File: config.mk
export PLATFORM = sky130hd
export DESIGN_NAME = itc_top
export DESIGN_NICKNAME = d
export VERILOG_FILES = /design/src/common/itc_pkg.sv /design/src/verilog/itc_prescaler.sv /design/src/verilog/itc_channel.sv /design/src/verilog/itc_top.sv
export SDC_FILE = /design/constraint.sdc
export NUM_CORES = 1
export LEC_CHECK = 0
export BUFFER_PORTS_ARGS = -buffer_cell sky130_fd_sc_hd__buf_2
export CAP_MARGIN = 20
export CORE_UTILIZATION = 41
export DETAILED_ROUTE_END_ITERATION = 8
export PLACE_DENSITY = 0.6
export REMOVE_ABC_BUFFERS = 1
export SLEW_MARGIN = 15
export SYNTH_ARGS = -nofsm -noshare
export SYNTH_HDL_FRONTEND = slang
export SYNTH_SLANG_ARGS = --single-unit
File: constraint.sdc
create_clock -name clk -period 5.2 [get_ports clk]
set_clock_uncertainty 0.15 [all_clocks]
set_input_delay 0 -clock clk [delete_from_list [all_inputs] [get_ports clk]]
set_output_delay 0 -clock clk [all_outputs]
set_load 0.03 [all_outputs]
File: src/common/itc_pkg.sv
// Constants shared by the interval timer channel block.
// Assumes a 25 MHz system clock and a 32-bit classic Wishbone slave port.
package itc_pkg;
  // Clock rate in kHz and the documented timings
  localparam int CLK_KHZ = 25000;
  localparam int INTERVAL_MS = 5;
  localparam int SAMPLE_MS = 50;
  // Interval in system clock cycles, and interrupts per switch sample
  localparam int INTERVAL_CYC = INTERVAL_MS * CLK_KHZ;
  localparam int SAMPLE_DIV = SAMPLE_MS / INTERVAL_MS;
  // Register byte offsets
  localparam logic [7:0] A_RESET = 8'h00;
  localparam logic [7:0] A_CLKEN = 8'h04;
  localparam logic [7:0] A_TPS = 8'h08;
  localparam logic [7:0] A_STOP = 8'h0C;
  localparam logic [7:0] A_MASK = 8'h10;
  localparam logic [7:0] A_FLAG = 8'h14;
  localparam logic [7:0] A_PRIO0 = 8'h18;
  localparam logic [7:0] A_PRIO1 = 8'h1C;
  localparam logic [7:0] A_MODE = 8'h20;
  localparam logic [7:0] A_DATA = 8'h24;
  localparam logic [7:0] A_START = 8'h28;
  localparam logic [7:0] A_STATUS = 8'h2C;
  // Field positions
  localparam int B_UNIT = 0;
  localparam int B_IRQ = 5;
  localparam int CH = 3;
  localparam int B_HI3 = 11;
  localparam int B_HI1 = 9;
  localparam int TPS_P0 = 0;
  localparam int TPS_P1 = 4;
  localparam int TPS_P2 = 8;
  localparam int TPS_P3 = 12;
  localparam int MODE_CKS = 14;
  localparam int MODE_CCS = 12;
  localparam int MODE_MD0 = 0;
  // Reset values
  localparam logic [7:0] RST_PRR = 8'h01;
  localparam logic [7:0] RST_PER = 8'h00;
  localparam logic [7:0] RST_MASK = 8'hFF;
  localparam logic [7:0] RST_FLAG = 8'h00;
  localparam logic [7:0] RST_PRIO = 8'hFF;
  localparam logic [15:0] RST_TPS = 16'h0001;
  localparam logic [15:0] RST_MODE = 16'h0000;
  // Data value giving the interval with the reset prescale of two
  localparam int DATA_RST = INTERVAL_CYC / 2 - 1;
  // Operating clock select codes, in code order 00 to 11
  typedef enum logic [1:0] {
    ITC_SEL_T0,
    ITC_SEL_T2,
    ITC_SEL_T1,
    ITC_SEL_T3
  } itc_cks_t;
endpackage

File: src/verilog/itc_prescaler.sv
// Prescaler producing the four operating clock taps as enable pulses.
// Assumes run is low while the unit is held in reset or ungated.
`timescale 1ns/1ps
module itc_prescaler (
  input wire logic clk, // System clock
  input wire logic rst, // Unit reset, active high
  input wire logic run, // Unit clock supplied
  input wire logic [3:0] prs0, // Tap 0 exponent
  input wire logic [3:0] prs1, // Tap 1 exponent
  input wire logic [1:0] prs2, // Tap 2 exponent
  input wire logic [1:0] prs3, // Tap 3 exponent
  output logic [3:0] tap // One-cycle tap pulses
);
  import itc_pkg::*;

  logic [14:0] div_r; // Free running divider
  logic [3:0] exps [4]; // Exponent per tap

  // True when the low exp bits of the divider are all ones
  function automatic logic tap_hit(input logic [14:0] c,
                                   input logic [3:0] e);
    logic [15:0] m;
    m = (16'h0001 << e) - 16'h0001;
    return (c & m[14:0]) == m[14:0];
  endfunction

  assign exps[0] = prs0;
  assign exps[1] = prs1;
  assign exps[2] = {2'b00, prs2};
  assign exps[3] = {2'b00, prs3};

  // Tap k fires once every two-to-the-exponent cycles
  genvar g;
  generate
    for (g = 0; g < 4; g++) begin : g_tap
      assign tap[g] = run & tap_hit(div_r, exps[g]);
    end
  endgenerate

  // Divider advances only while the unit clock runs
  always_ff @(posedge clk) begin
    if (rst) begin
      div_r <= 15'h0000;
    end else if (run) begin
      div_r <= div_r + 15'h0001;
    end
  end

  // Exponent one gives a pulse every second cycle
  a_tap_period: assert property (@(posedge clk) disable iff (rst)
    (run && prs0 == 4'h1 && tap[0]) ##1 (run && $stable(prs0))
      |-> !tap[0] ##1 (!run || tap[0] || prs0 != 4'h1))
    else $error("tap 0 period wrong for exponent one");
endmodule

File: src/verilog/itc_channel.sv
// Down counting interval channel with reload on reaching zero.
// Assumes tick is a one-cycle count enable and start a one-cycle pulse.
`timescale 1ns/1ps
module itc_channel #(
  parameter int W = 16 // Counter width
) (
  input wire logic clk, // System clock
  input wire logic rst, // Unit reset, active high
  input wire logic en, // Channel enable flag
  input wire logic start, // Start pulse, loads the data value
  input wire logic tick, // Counting clock pulse
  input wire logic md0, // Interrupt also at start
  input wire logic [W-1:0] load, // Data value
  output logic [W-1:0] cnt, // Current count
  output logic end_pulse // One-cycle interval end
);
  import itc_pkg::*;

  logic [W-1:0] cnt_r; // Counter
  logic [W-1:0] cnt_nxt; // Next count
  logic zero; // Counter at end

  assign zero = cnt_r == '0;
  // Count down, reload at the end
  assign cnt_nxt = start ? load :
                   (en && tick) ? (zero ? load : cnt_r - 1'b1) : cnt_r;
  // End of period, or start when so configured
  assign end_pulse = (en & tick & zero & ~start) | (start & md0);
  assign cnt = cnt_r;

  // Counter register
  always_ff @(posedge clk) begin
    if (rst) begin
      cnt_r <= '0;
    end else begin
      cnt_r <= cnt_nxt;
    end
  end

  a_reload_value: assert property (@(posedge clk) disable iff (rst)
    (en && tick && zero && !start) |=> cnt_r == $past(load))
    else $error("counter did not reload at end");

  a_count_down: assert property (@(posedge clk) disable iff (rst)
    (en && tick && !zero && !start) |=> cnt_r == $past(cnt_r) - 1'b1)
    else $error("counter did not decrement");
endmodule

File: src/verilog/itc_top.sv
// Interval timer unit with one counting channel and its interrupt setup.
// Assumes a classic Wishbone master and synchronous input pins.
// Function
// Reset bit one holds unit in reset
// Clock enable bit gates unit clock
// Prescaler divides by two to field power
// Stop bit one clears channel enable
// Software stops channels before configuring
// Mask bit one blocks the interrupt
// Flag reads one once request raised
// Software clears flag, masks before enabling
// Two priority bits choose level zero-three
// Select code picks taps 0,2,1,3
// Count select zero counts operating clock
// Interrupt every 5 ms, sample 50 ms
// Count down, interrupt at end, reload
//
// The implementer's own choices: the Wishbone register port and the register offsets.
`timescale 1ns/1ps
module itc_top #(
  parameter int DATA_RESET = itc_pkg::DATA_RST, // Reset data value
  parameter int SAMPLE_COUNT = itc_pkg::SAMPLE_DIV // Ends per sample
) (
  input wire logic clk, // System clock, 25 MHz
  input wire logic rst, // Synchronous reset, active high
  input wire logic wb_cyc_i, // Bus cycle
  input wire logic wb_stb_i, // Strobe
  input wire logic wb_we_i, // Write enable
  input wire logic [7:0] wb_adr_i, // Byte address
  input wire logic [3:0] wb_sel_i, // Byte lanes
  input wire logic [31:0] wb_dat_i, // Write data
  output logic [31:0] wb_dat_o, // Read data
  output logic wb_ack_o, // Acknowledge
  input wire logic count_event_in, // External count event
  input wire logic switch_input_pin, // Switch level
  output logic channel3_irq, // Unmasked pending request
  output logic [1:0] irq_level, // Interrupt priority level
  output logic interval_pulse, // One-cycle interval end
  output logic display_group, // Display four-bit group select
  output logic switch_sample, // One-cycle switch sample strobe
  output logic switch_state // Last sampled switch level
);
  import itc_pkg::*;

  // Registers
  logic [7:0] prr_r; // periph_reset_ctl
  logic [7:0] per_r; // periph_clock_enable
  logic [15:0] tps_r; // timer_prescale_select
  logic [7:0] mask_r; // intr_mask_low1
  logic [7:0] flag_r; // intr_flag_low1
  logic [7:0] pr0_r; // intr_priority0_low1
  logic [7:0] pr1_r; // intr_priority1_low1
  logic [15:0] mode_r; // channel3_mode
  logic [15:0] data_r; // Channel data value
  logic [3:0] en_r; // channel_enable_flag per channel
  logic [3:0] en_nxt; // Next enable flags
  logic ack_r; // Bus acknowledge
  logic [31:0] rdat_r; // Read data
  logic ev_q_r; // Event input delayed
  logic grp_r; // Display group
  logic [7:0] samp_cnt_r; // Interval ends since last sample
  logic samp_r; // Sample strobe
  logic sw_r; // Sampled switch

  // Bus decode
  logic req; // New request this cycle
  logic wr; // Write taken
  logic [31:0] rdat; // Read mux
  logic unit_rst; // Unit held in reset
  logic run; // Unit clock supplied
  logic [3:0] tap; // Tap pulses
  logic op_tick; // Operating clock pulse
  logic ev_tick; // External event pulse
  logic cnt_tick; // Counting clock pulse
  logic ch_start; // Channel start pulse
  logic ch_end; // Interval end
  logic [15:0] ch_cnt; // Channel count
  logic [1:0] cks; // Operating clock select
  logic samp_hit; // Sample due
  logic [31:0] wlane; // Written lanes merged over zero
  logic [31:0] tps_w; // Prescale value with written lanes
  logic [31:0] mode_w; // Mode value with written lanes
  logic [31:0] data_w; // Data value with written lanes

  // Merge written byte lanes into an old value
  function automatic logic [31:0] lanes(input logic [31:0] old,
                                        input logic [31:0] nw,
                                        input logic [3:0] sel);
    logic [31:0] m;
    m = {{8{sel[3]}}, {8{sel[2]}}, {8{sel[1]}}, {8{sel[0]}}};
    return (old & ~m) | (nw & m);
  endfunction

  // True for a write to the given offset
  function automatic logic wr_at(input logic w, input logic [7:0] a,
                                 input logic [7:0] off);
    return w && a == off;
  endfunction

  assign req = wb_cyc_i & wb_stb_i & ~ack_r;
  assign wr = req & wb_we_i;
  assign unit_rst = rst | prr_r[B_UNIT];
  assign run = per_r[B_UNIT] & ~prr_r[B_UNIT];

  // Start and stop triggers for the channel
  assign ch_start = run & wr_at(wr, wb_adr_i, A_START) & wb_sel_i[0] &
                    wb_dat_i[CH];
  assign wlane = lanes(32'h0000_0000, wb_dat_i, wb_sel_i);
  assign en_nxt = (run && wr_at(wr, wb_adr_i, A_STOP)) ?
                  en_r & ~(wlane[3:0] |
                  {wlane[B_HI3], 1'b0, wlane[B_HI1], 1'b0}) :
                  (run && wr_at(wr, wb_adr_i, A_START)) ?
                  en_r | wlane[3:0] :
                  en_r;

  // Operating clock select, codes 00,01,10,11 give taps 0,2,1,3
  assign cks = mode_r[MODE_CKS +: 2];
  assign op_tick = (cks == ITC_SEL_T0) ? tap[0] :
                   (cks == ITC_SEL_T2) ? tap[2] :
                   (cks == ITC_SEL_T1) ? tap[1] : tap[3];
  // Counting clock: operating clock or external event
  assign ev_tick = run & count_event_in & ~ev_q_r;
  assign cnt_tick = mode_r[MODE_CCS] ? ev_tick : op_tick;

  // Prescaler taps
  itc_prescaler u_pre (
    .clk(clk),
    .rst(unit_rst),
    .run(run),
    .prs0(tps_r[TPS_P0 +: 4]),
    .prs1(tps_r[TPS_P1 +: 4]),
    .prs2(tps_r[TPS_P2 +: 2]),
    .prs3(tps_r[TPS_P3 +: 2]),
    .tap(tap)
  );

  // Interval channel
  itc_channel #(.W(16)) u_ch (
    .clk(clk),
    .rst(unit_rst),
    .en(en_r[CH]),
    .start(ch_start),
    .tick(cnt_tick),
    .md0(mode_r[MODE_MD0]),
    .load(data_r),
    .cnt(ch_cnt),
    .end_pulse(ch_end)
  );

  // Request visible only while unmasked
  assign channel3_irq = flag_r[B_IRQ] & ~mask_r[B_IRQ];
  // Priority code: high bit from second register
  assign irq_level = {pr1_r[B_IRQ], pr0_r[B_IRQ]};
  assign interval_pulse = ch_end;
  assign samp_hit = ch_end && samp_cnt_r == 8'(SAMPLE_COUNT - 1);

  // Read selection; unmapped and write-only offsets read zero
  assign rdat =
    (wb_adr_i == A_RESET) ? {24'h00_0000, prr_r} :
    (wb_adr_i == A_CLKEN) ? {24'h00_0000, per_r} :
    (wb_adr_i == A_TPS) ? {16'h0000, tps_r} :
    (wb_adr_i == A_MASK) ? {24'h00_0000, mask_r} :
    (wb_adr_i == A_FLAG) ? {24'h00_0000, flag_r} :
    (wb_adr_i == A_PRIO0) ? {24'h00_0000, pr0_r} :
    (wb_adr_i == A_PRIO1) ? {24'h00_0000, pr1_r} :
    (wb_adr_i == A_MODE) ? {16'h0000, mode_r} :
    (wb_adr_i == A_DATA) ? {16'h0000, data_r} :
    (wb_adr_i == A_STATUS) ? {ch_cnt, 7'h00, sw_r, 4'h0, en_r} :
    32'h0000_0000;

  // Bus answer: one cycle after the request, dropped the cycle after
  always_ff @(posedge clk) begin
    if (rst) begin
      ack_r <= 1'b0;
      rdat_r <= 32'h0000_0000;
    end else begin
      ack_r <= req;
      rdat_r <= req ? rdat : rdat_r;
    end
  end
  assign wb_ack_o = ack_r;
  assign wb_dat_o = rdat_r;

  // System control registers, kept across unit reset
  always_ff @(posedge clk) begin
    if (rst) begin
      prr_r <= RST_PRR;
      per_r <= RST_PER;
    end else begin
      if (wr_at(wr, wb_adr_i, A_RESET) && wb_sel_i[0]) begin
        prr_r <= wb_dat_i[7:0];
      end
      if (wr_at(wr, wb_adr_i, A_CLKEN) && wb_sel_i[0]) begin
        per_r <= wb_dat_i[7:0];
      end
    end
  end

  // Interrupt controller bits; a set in the clearing cycle wins
  always_ff @(posedge clk) begin
    if (rst) begin
      mask_r <= RST_MASK;
      flag_r <= RST_FLAG;
      pr0_r <= RST_PRIO;
      pr1_r <= RST_PRIO;
    end else begin
      if (wr_at(wr, wb_adr_i, A_MASK) && wb_sel_i[0]) begin
        mask_r <= wb_dat_i[7:0];
      end
      if (wr_at(wr, wb_adr_i, A_PRIO0) && wb_sel_i[0]) begin
        pr0_r <= wb_dat_i[7:0];
      end
      if (wr_at(wr, wb_adr_i, A_PRIO1) && wb_sel_i[0]) begin
        pr1_r <= wb_dat_i[7:0];
      end
      flag_r <= ((wr_at(wr, wb_adr_i, A_FLAG) && wb_sel_i[0]) ?
                 wb_dat_i[7:0] : flag_r) |
                {2'b00, ch_end, 5'b0_0000};
    end
  end

  // Unit register values with the written byte lanes merged in
  assign tps_w = lanes({16'h0000, tps_r}, wb_dat_i, wb_sel_i);
  assign mode_w = lanes({16'h0000, mode_r}, wb_dat_i, wb_sel_i);
  assign data_w = lanes({16'h0000, data_r}, wb_dat_i, wb_sel_i);

  // Timer unit registers; writes need the unit clock
  always_ff @(posedge clk) begin
    if (unit_rst) begin
      tps_r <= RST_TPS;
      mode_r <= RST_MODE;
      data_r <= 16'(DATA_RESET);
      en_r <= 4'h0;
      ev_q_r <= 1'b0;
    end else if (run) begin
      if (wr_at(wr, wb_adr_i, A_TPS)) begin
        tps_r <= tps_w[15:0];
      end
      if (wr_at(wr, wb_adr_i, A_MODE)) begin
        mode_r <= mode_w[15:0];
      end
      if (wr_at(wr, wb_adr_i, A_DATA)) begin
        data_r <= data_w[15:0];
      end
      en_r <= en_nxt;
      ev_q_r <= count_event_in;
    end
  end

  // Display group advance per interval, switch sampling every SAMPLE_COUNT intervals
  always_ff @(posedge clk) begin
    if (rst) begin
      grp_r <= 1'b0;
      samp_cnt_r <= 8'h00;
      samp_r <= 1'b0;
      sw_r <= 1'b0;
    end else begin
      samp_r <= samp_hit;
      if (ch_end) begin
        grp_r <= ~grp_r;
        samp_cnt_r <= samp_hit ? 8'h00 : samp_cnt_r + 8'h01;
      end
      if (samp_hit) begin
        sw_r <= switch_input_pin;
      end
    end
  end
  assign display_group = grp_r;
  assign switch_sample = samp_r;
  assign switch_state = sw_r;

  // Checks
  a_reset_hold: assert property (@(posedge clk) disable iff (rst)
    prr_r[B_UNIT] |-> tap == 4'h0 ##1 en_r == 4'h0)
    else $error("unit active while reset bit set");

  a_clock_gate: assert property (@(posedge clk) disable iff (rst)
    (!per_r[B_UNIT] && !prr_r[B_UNIT]) |-> !ch_end ##1 $stable(ch_cnt))
    else $error("channel moved without unit clock");

  a_stop_clears: assert property (@(posedge clk) disable iff (rst)
    (run && wr && wb_adr_i == A_STOP && wb_sel_i[0] && wb_dat_i[CH])
      |=> !en_r[CH] ##1 $stable(ch_cnt))
    else $error("stop trigger did not clear enable");

  a_mask_gates: assert property (@(posedge clk) disable iff (rst)
    channel3_irq |-> !mask_r[B_IRQ] && flag_r[B_IRQ])
    else $error("masked request reached output");

  a_flag_sets: assert property (@(posedge clk) disable iff (rst)
    ch_end |=> flag_r[B_IRQ] && display_group != $past(display_group))
    else $error("interval end did not set flag");

  a_prio_level: assert property (@(posedge clk) disable iff (rst)
    (pr1_r[B_IRQ] && !pr0_r[B_IRQ]) |-> irq_level == 2'b10)
    else $error("priority level mismatch");

  a_op_select: assert property (@(posedge clk) disable iff (rst)
    (cks == 2'b01 && tap[2] && !mode_r[MODE_CCS] && en_r[CH] && run &&
     !ch_start && ch_cnt != 16'h0000) |=> ch_cnt == $past(ch_cnt) - 1'b1)
    else $error("code 01 did not count on tap 2");

  a_count_src: assert property (@(posedge clk) disable iff (rst)
    (!mode_r[MODE_CCS] && !op_tick && !ch_start && !unit_rst)
      |=> $stable(ch_cnt))
    else $error("counted without operating clock");

  a_sample_step: assert property (@(posedge clk) disable iff (rst)
    switch_sample |-> samp_cnt_r == 8'h00 && $past(ch_end))
    else $error("switch sample off the interval boundary");
endmodule

==> impl_results.md <==
* WL final at 24400 µm
* VDD IR max at 0.216 mV
* Cell Count, Final, Fillers Out at 1408
* Setup CP Type: reg -> out
* Number of synthesized flops with an enable pin at 0
* Root buf cell: clkbuf_16
* Slew HR at 28.9%
* Drc violations at 0
* Antenna cell count at 0
* Area Growth Syn to Fin at 16.5%
* Vias in the first global route at 7164
* Grt met2 use at 37.2%
* Top cells by area, synth: dfxtp_1 (42%), nand2_1 (8.4%), a21oi_1 (6.7%), nor2_1 (5.4%), mux2i_1 (4.2%)
* Dpl cells at 1351
* Die width at 145 µm
* H-Tree Level Count at 4
* Total power at 2.83 mW
* GR Layer Usage met3 at 3.46%
* Number of buffers and inverters on the critical path at 2
* # port buffers at 72
* CORE AREA at 20200 µm²
* Die H at 145 µm
* Final GP Congestion at 0.820
* Vias at 7876
* First-pass GRT wire length at 39400 µm
* Setup TNS at 0 ns
* HPWL Detailed at 16300 µm
* CP Data Required Time at 5.05 ns
* Number of distinct library cells after synthesis at 65
* DIE AREA at 21100 µm²
* Ys flop type: dfxtp_1
* Element type at the critical path start: flop
* Register area at 3520 µm²
* Area leader, netlist: dfxtp_1
* TritonCTS clock tree: built
* Max Fanout on Critical Path at 11
* Tot GR Track Use at 23.4%
* Crit-path max cell delay at 0.65 ns
* Remaining Overflow, GRT at 0
* Sequential share of the synthesized area at 41.9%
* # rows at 52
* CP top delay family: compound AO/OA/AOI/OAI gates
* GRT busiest layer: met2
* Cells after synthesis at 1067
* Antenna Nets Post-Route at 0
* Fmax achieved at 248 MHz
* NumNets Final at 1183
* Top cells by count, synth: nand2_1 (188), dfxtp_1 (176), nor2_1 (122), a21oi_1 (112), clkbuf_1 (53)
* Worst EP arrival at 3.88 ns
* Max-cap violation count at 0
* WL/cell at 17.4 µm
* Avg Cell Area, Syn at 7.88 µm²
* Num ports at 91
* Clock buffer depth at 2
* Post-synthesis async set-or-reset flop share at 0%
* Final period utilization at 77.5%
* Hold WC Path Type: in -> reg
* Slew @ Worst Pin at 1.06 ns
* Final hold violation count at 0
* Crit path cell chain: inv_1, nand3_1, ha_1, nor2_1, and4b_1, a2111oi_0, o2111ai_1, and3_1, o32ai_1, buf_2
* Syn. warnings at 0
* Area of the multi-input gates at 4530 µm²
* Filler cells at 2012
* Place WS at 1.43 ns
* Synthesized flop and latch total at 176
* Post-CTS Setup Bufs at 0
* Iteration-0 DRC Markers at 797
* Mapped cell area at 8410 µm²
* Initial antenna violation count at 0
* Max-slew violations at 0
* TritonCTS buffer count at 17
* Finished Core Util at 48.6%
* Top-area cell type share of the netlist area at 41.9%
* Clock transition at path regs at 0.07 ns
* Crit path max-delay cell type: o32ai_1
* Clock sink count at 176
* Element type at the critical path end: output pin
* Starting density of the core at 41.7%
* Vias per cell at 5.59
* Share of cells above drive strength 1 at 11.7%
* Post-layout min period at 4.03 ns
* Initial DRT Pass Iterations at 6
* Most numerous cell in the Yosys netlist: nand2_1
* Run status: completed
* RSZ-0062 raised after global routing: false
* Total leakage power at 3.51 nW
* Pin count of the biggest net entering global routing at 75
* # setup viols final at 0
* Worst-skew pair later-pin latency at 0.44 ns
* Final WS setup at 1.17 ns
* P per Cell Area at 289 nW/µm²
* Global routing met1 resource utilization at 32.9%
==> layout by cell type, fill, tap and decap left out, types with 4 or more instances in the layout <==
master and n:
nand3_1 46, o211ai_1 7, o32ai_1 4, o31ai_1 9, a211o_1 8, and3_1 11
nand2_1 188, o21ai_0 32, or3_1 6, nor3_1 23, or4_1 6, xor2_1 10
a311oi_1 10, o221ai_1 8, nand3b_1 22, o21ai_1 4, mux2i_1 35, nor2b_1 10
nand4_1 7, a211oi_1 9, buf_4 13, dfxtp_1 176, a22oi_1 24, ha_1 7
xnor2_1 6, a21oi_1 112, a31oi_1 8, a21o_1 6, inv_1 19, mux2_2 4
nor2_1 122, dlygate4sd3_1 25, nor4b_1 4, clkbuf_16 17, buf_2 72
==> worst reg2reg max path, cell delays in order, from the launching register on <==
cell and delay, ns:
dfxtp_1 0.59, inv_1 0.20, nand3_1 0.13, ha_1 0.29, nor2_1 0.08, and4b_1 0.22
a2111oi_0 0.46, o2111ai_1 0.28, a31oi_2 0.33, a21o_1 0.50, mux2_2 0.40, o21a_1 0.19
==> final cells by class <==
type                    instances  area share (%)
flip-flops and latches        176            35.9
well taps                     270            3.45
repair buffers                110            7.22
clock buffers                  19            4.62
clock inverters                13            1.79
multi-input cells             800            46.2
inverters                      20           0.766
==> layer usage <==
metal / up-vias / part of all wire, %
met1: 3738 / 48
met2: 202 / 46
li1: 3902 / -
met3: 34 / 4.7
met4: 0 / 1.5
met5: - / 0
==> metrics by stage <==
| step | hold WS (ns) | cell area [µm²] |
|---|---|---|
| after floorplan | -0.0809 | 8120 |
| after global placement | 0.100 | 8920 |
| after detailed placement | 0.115 | 8920 |
| after CTS | 0.0136 | 9800 |
| after global routing | 0.0906 | 9800 |
| final | 0.0484 | 9800 |
==> power by group <==
| group | total (mW) | leakage [nW] | internal (mW) | switching, mW |
|---|---|---|---|---|
| logic | 0.111 | 1.79 | 0.0375 | 0.0739 |
| registers | 1.35 | 1.42 | 1.35 | 0.00236 |
| clock network | 1.37 | 0.300 | 0.792 | 0.577 |
| total | 2.83 | 3.51 | 2.18 | 0.654 |
==> what timing repair did <==
action / 4_1_cts / 5_1_grt
setup endpoints to repair: 0 / 0
endpoints found under the hold margin: 117 / 0
gates resized for setup: 0 / 0
hold buffers: 25 / 0
==> path summary, 6_finish.rpt <==
kind	to	slack, ns	startpoint	depth (start not counted)
max reg2reg	u_ch.cnt[0]$_SDFFE_PP0P_	1.29	flop	11
min	en_r[1]$_SDFFE_PP0P_	0.05	wb_adr_i[1]	5
max	interval_pulse	1.17	flop	10
min reg2reg	wb_dat_o[2]$_SDFFE_PP0P_	0.30	wb_dat_o[2]$_SDFFE_PP0P_	2
==> cells by family after synthesis <==
family	synth area share, %
flip-flops	41.9
adder cells (fa/ha/maj)	1.04
buffers and inverters	4.40
XOR/XNOR	1.67
multiplexers	4.70
AO/OA/AOI/OAI	20.3
AND/OR/NAND/NOR	26.0
(Power assumes the default switching activity.)
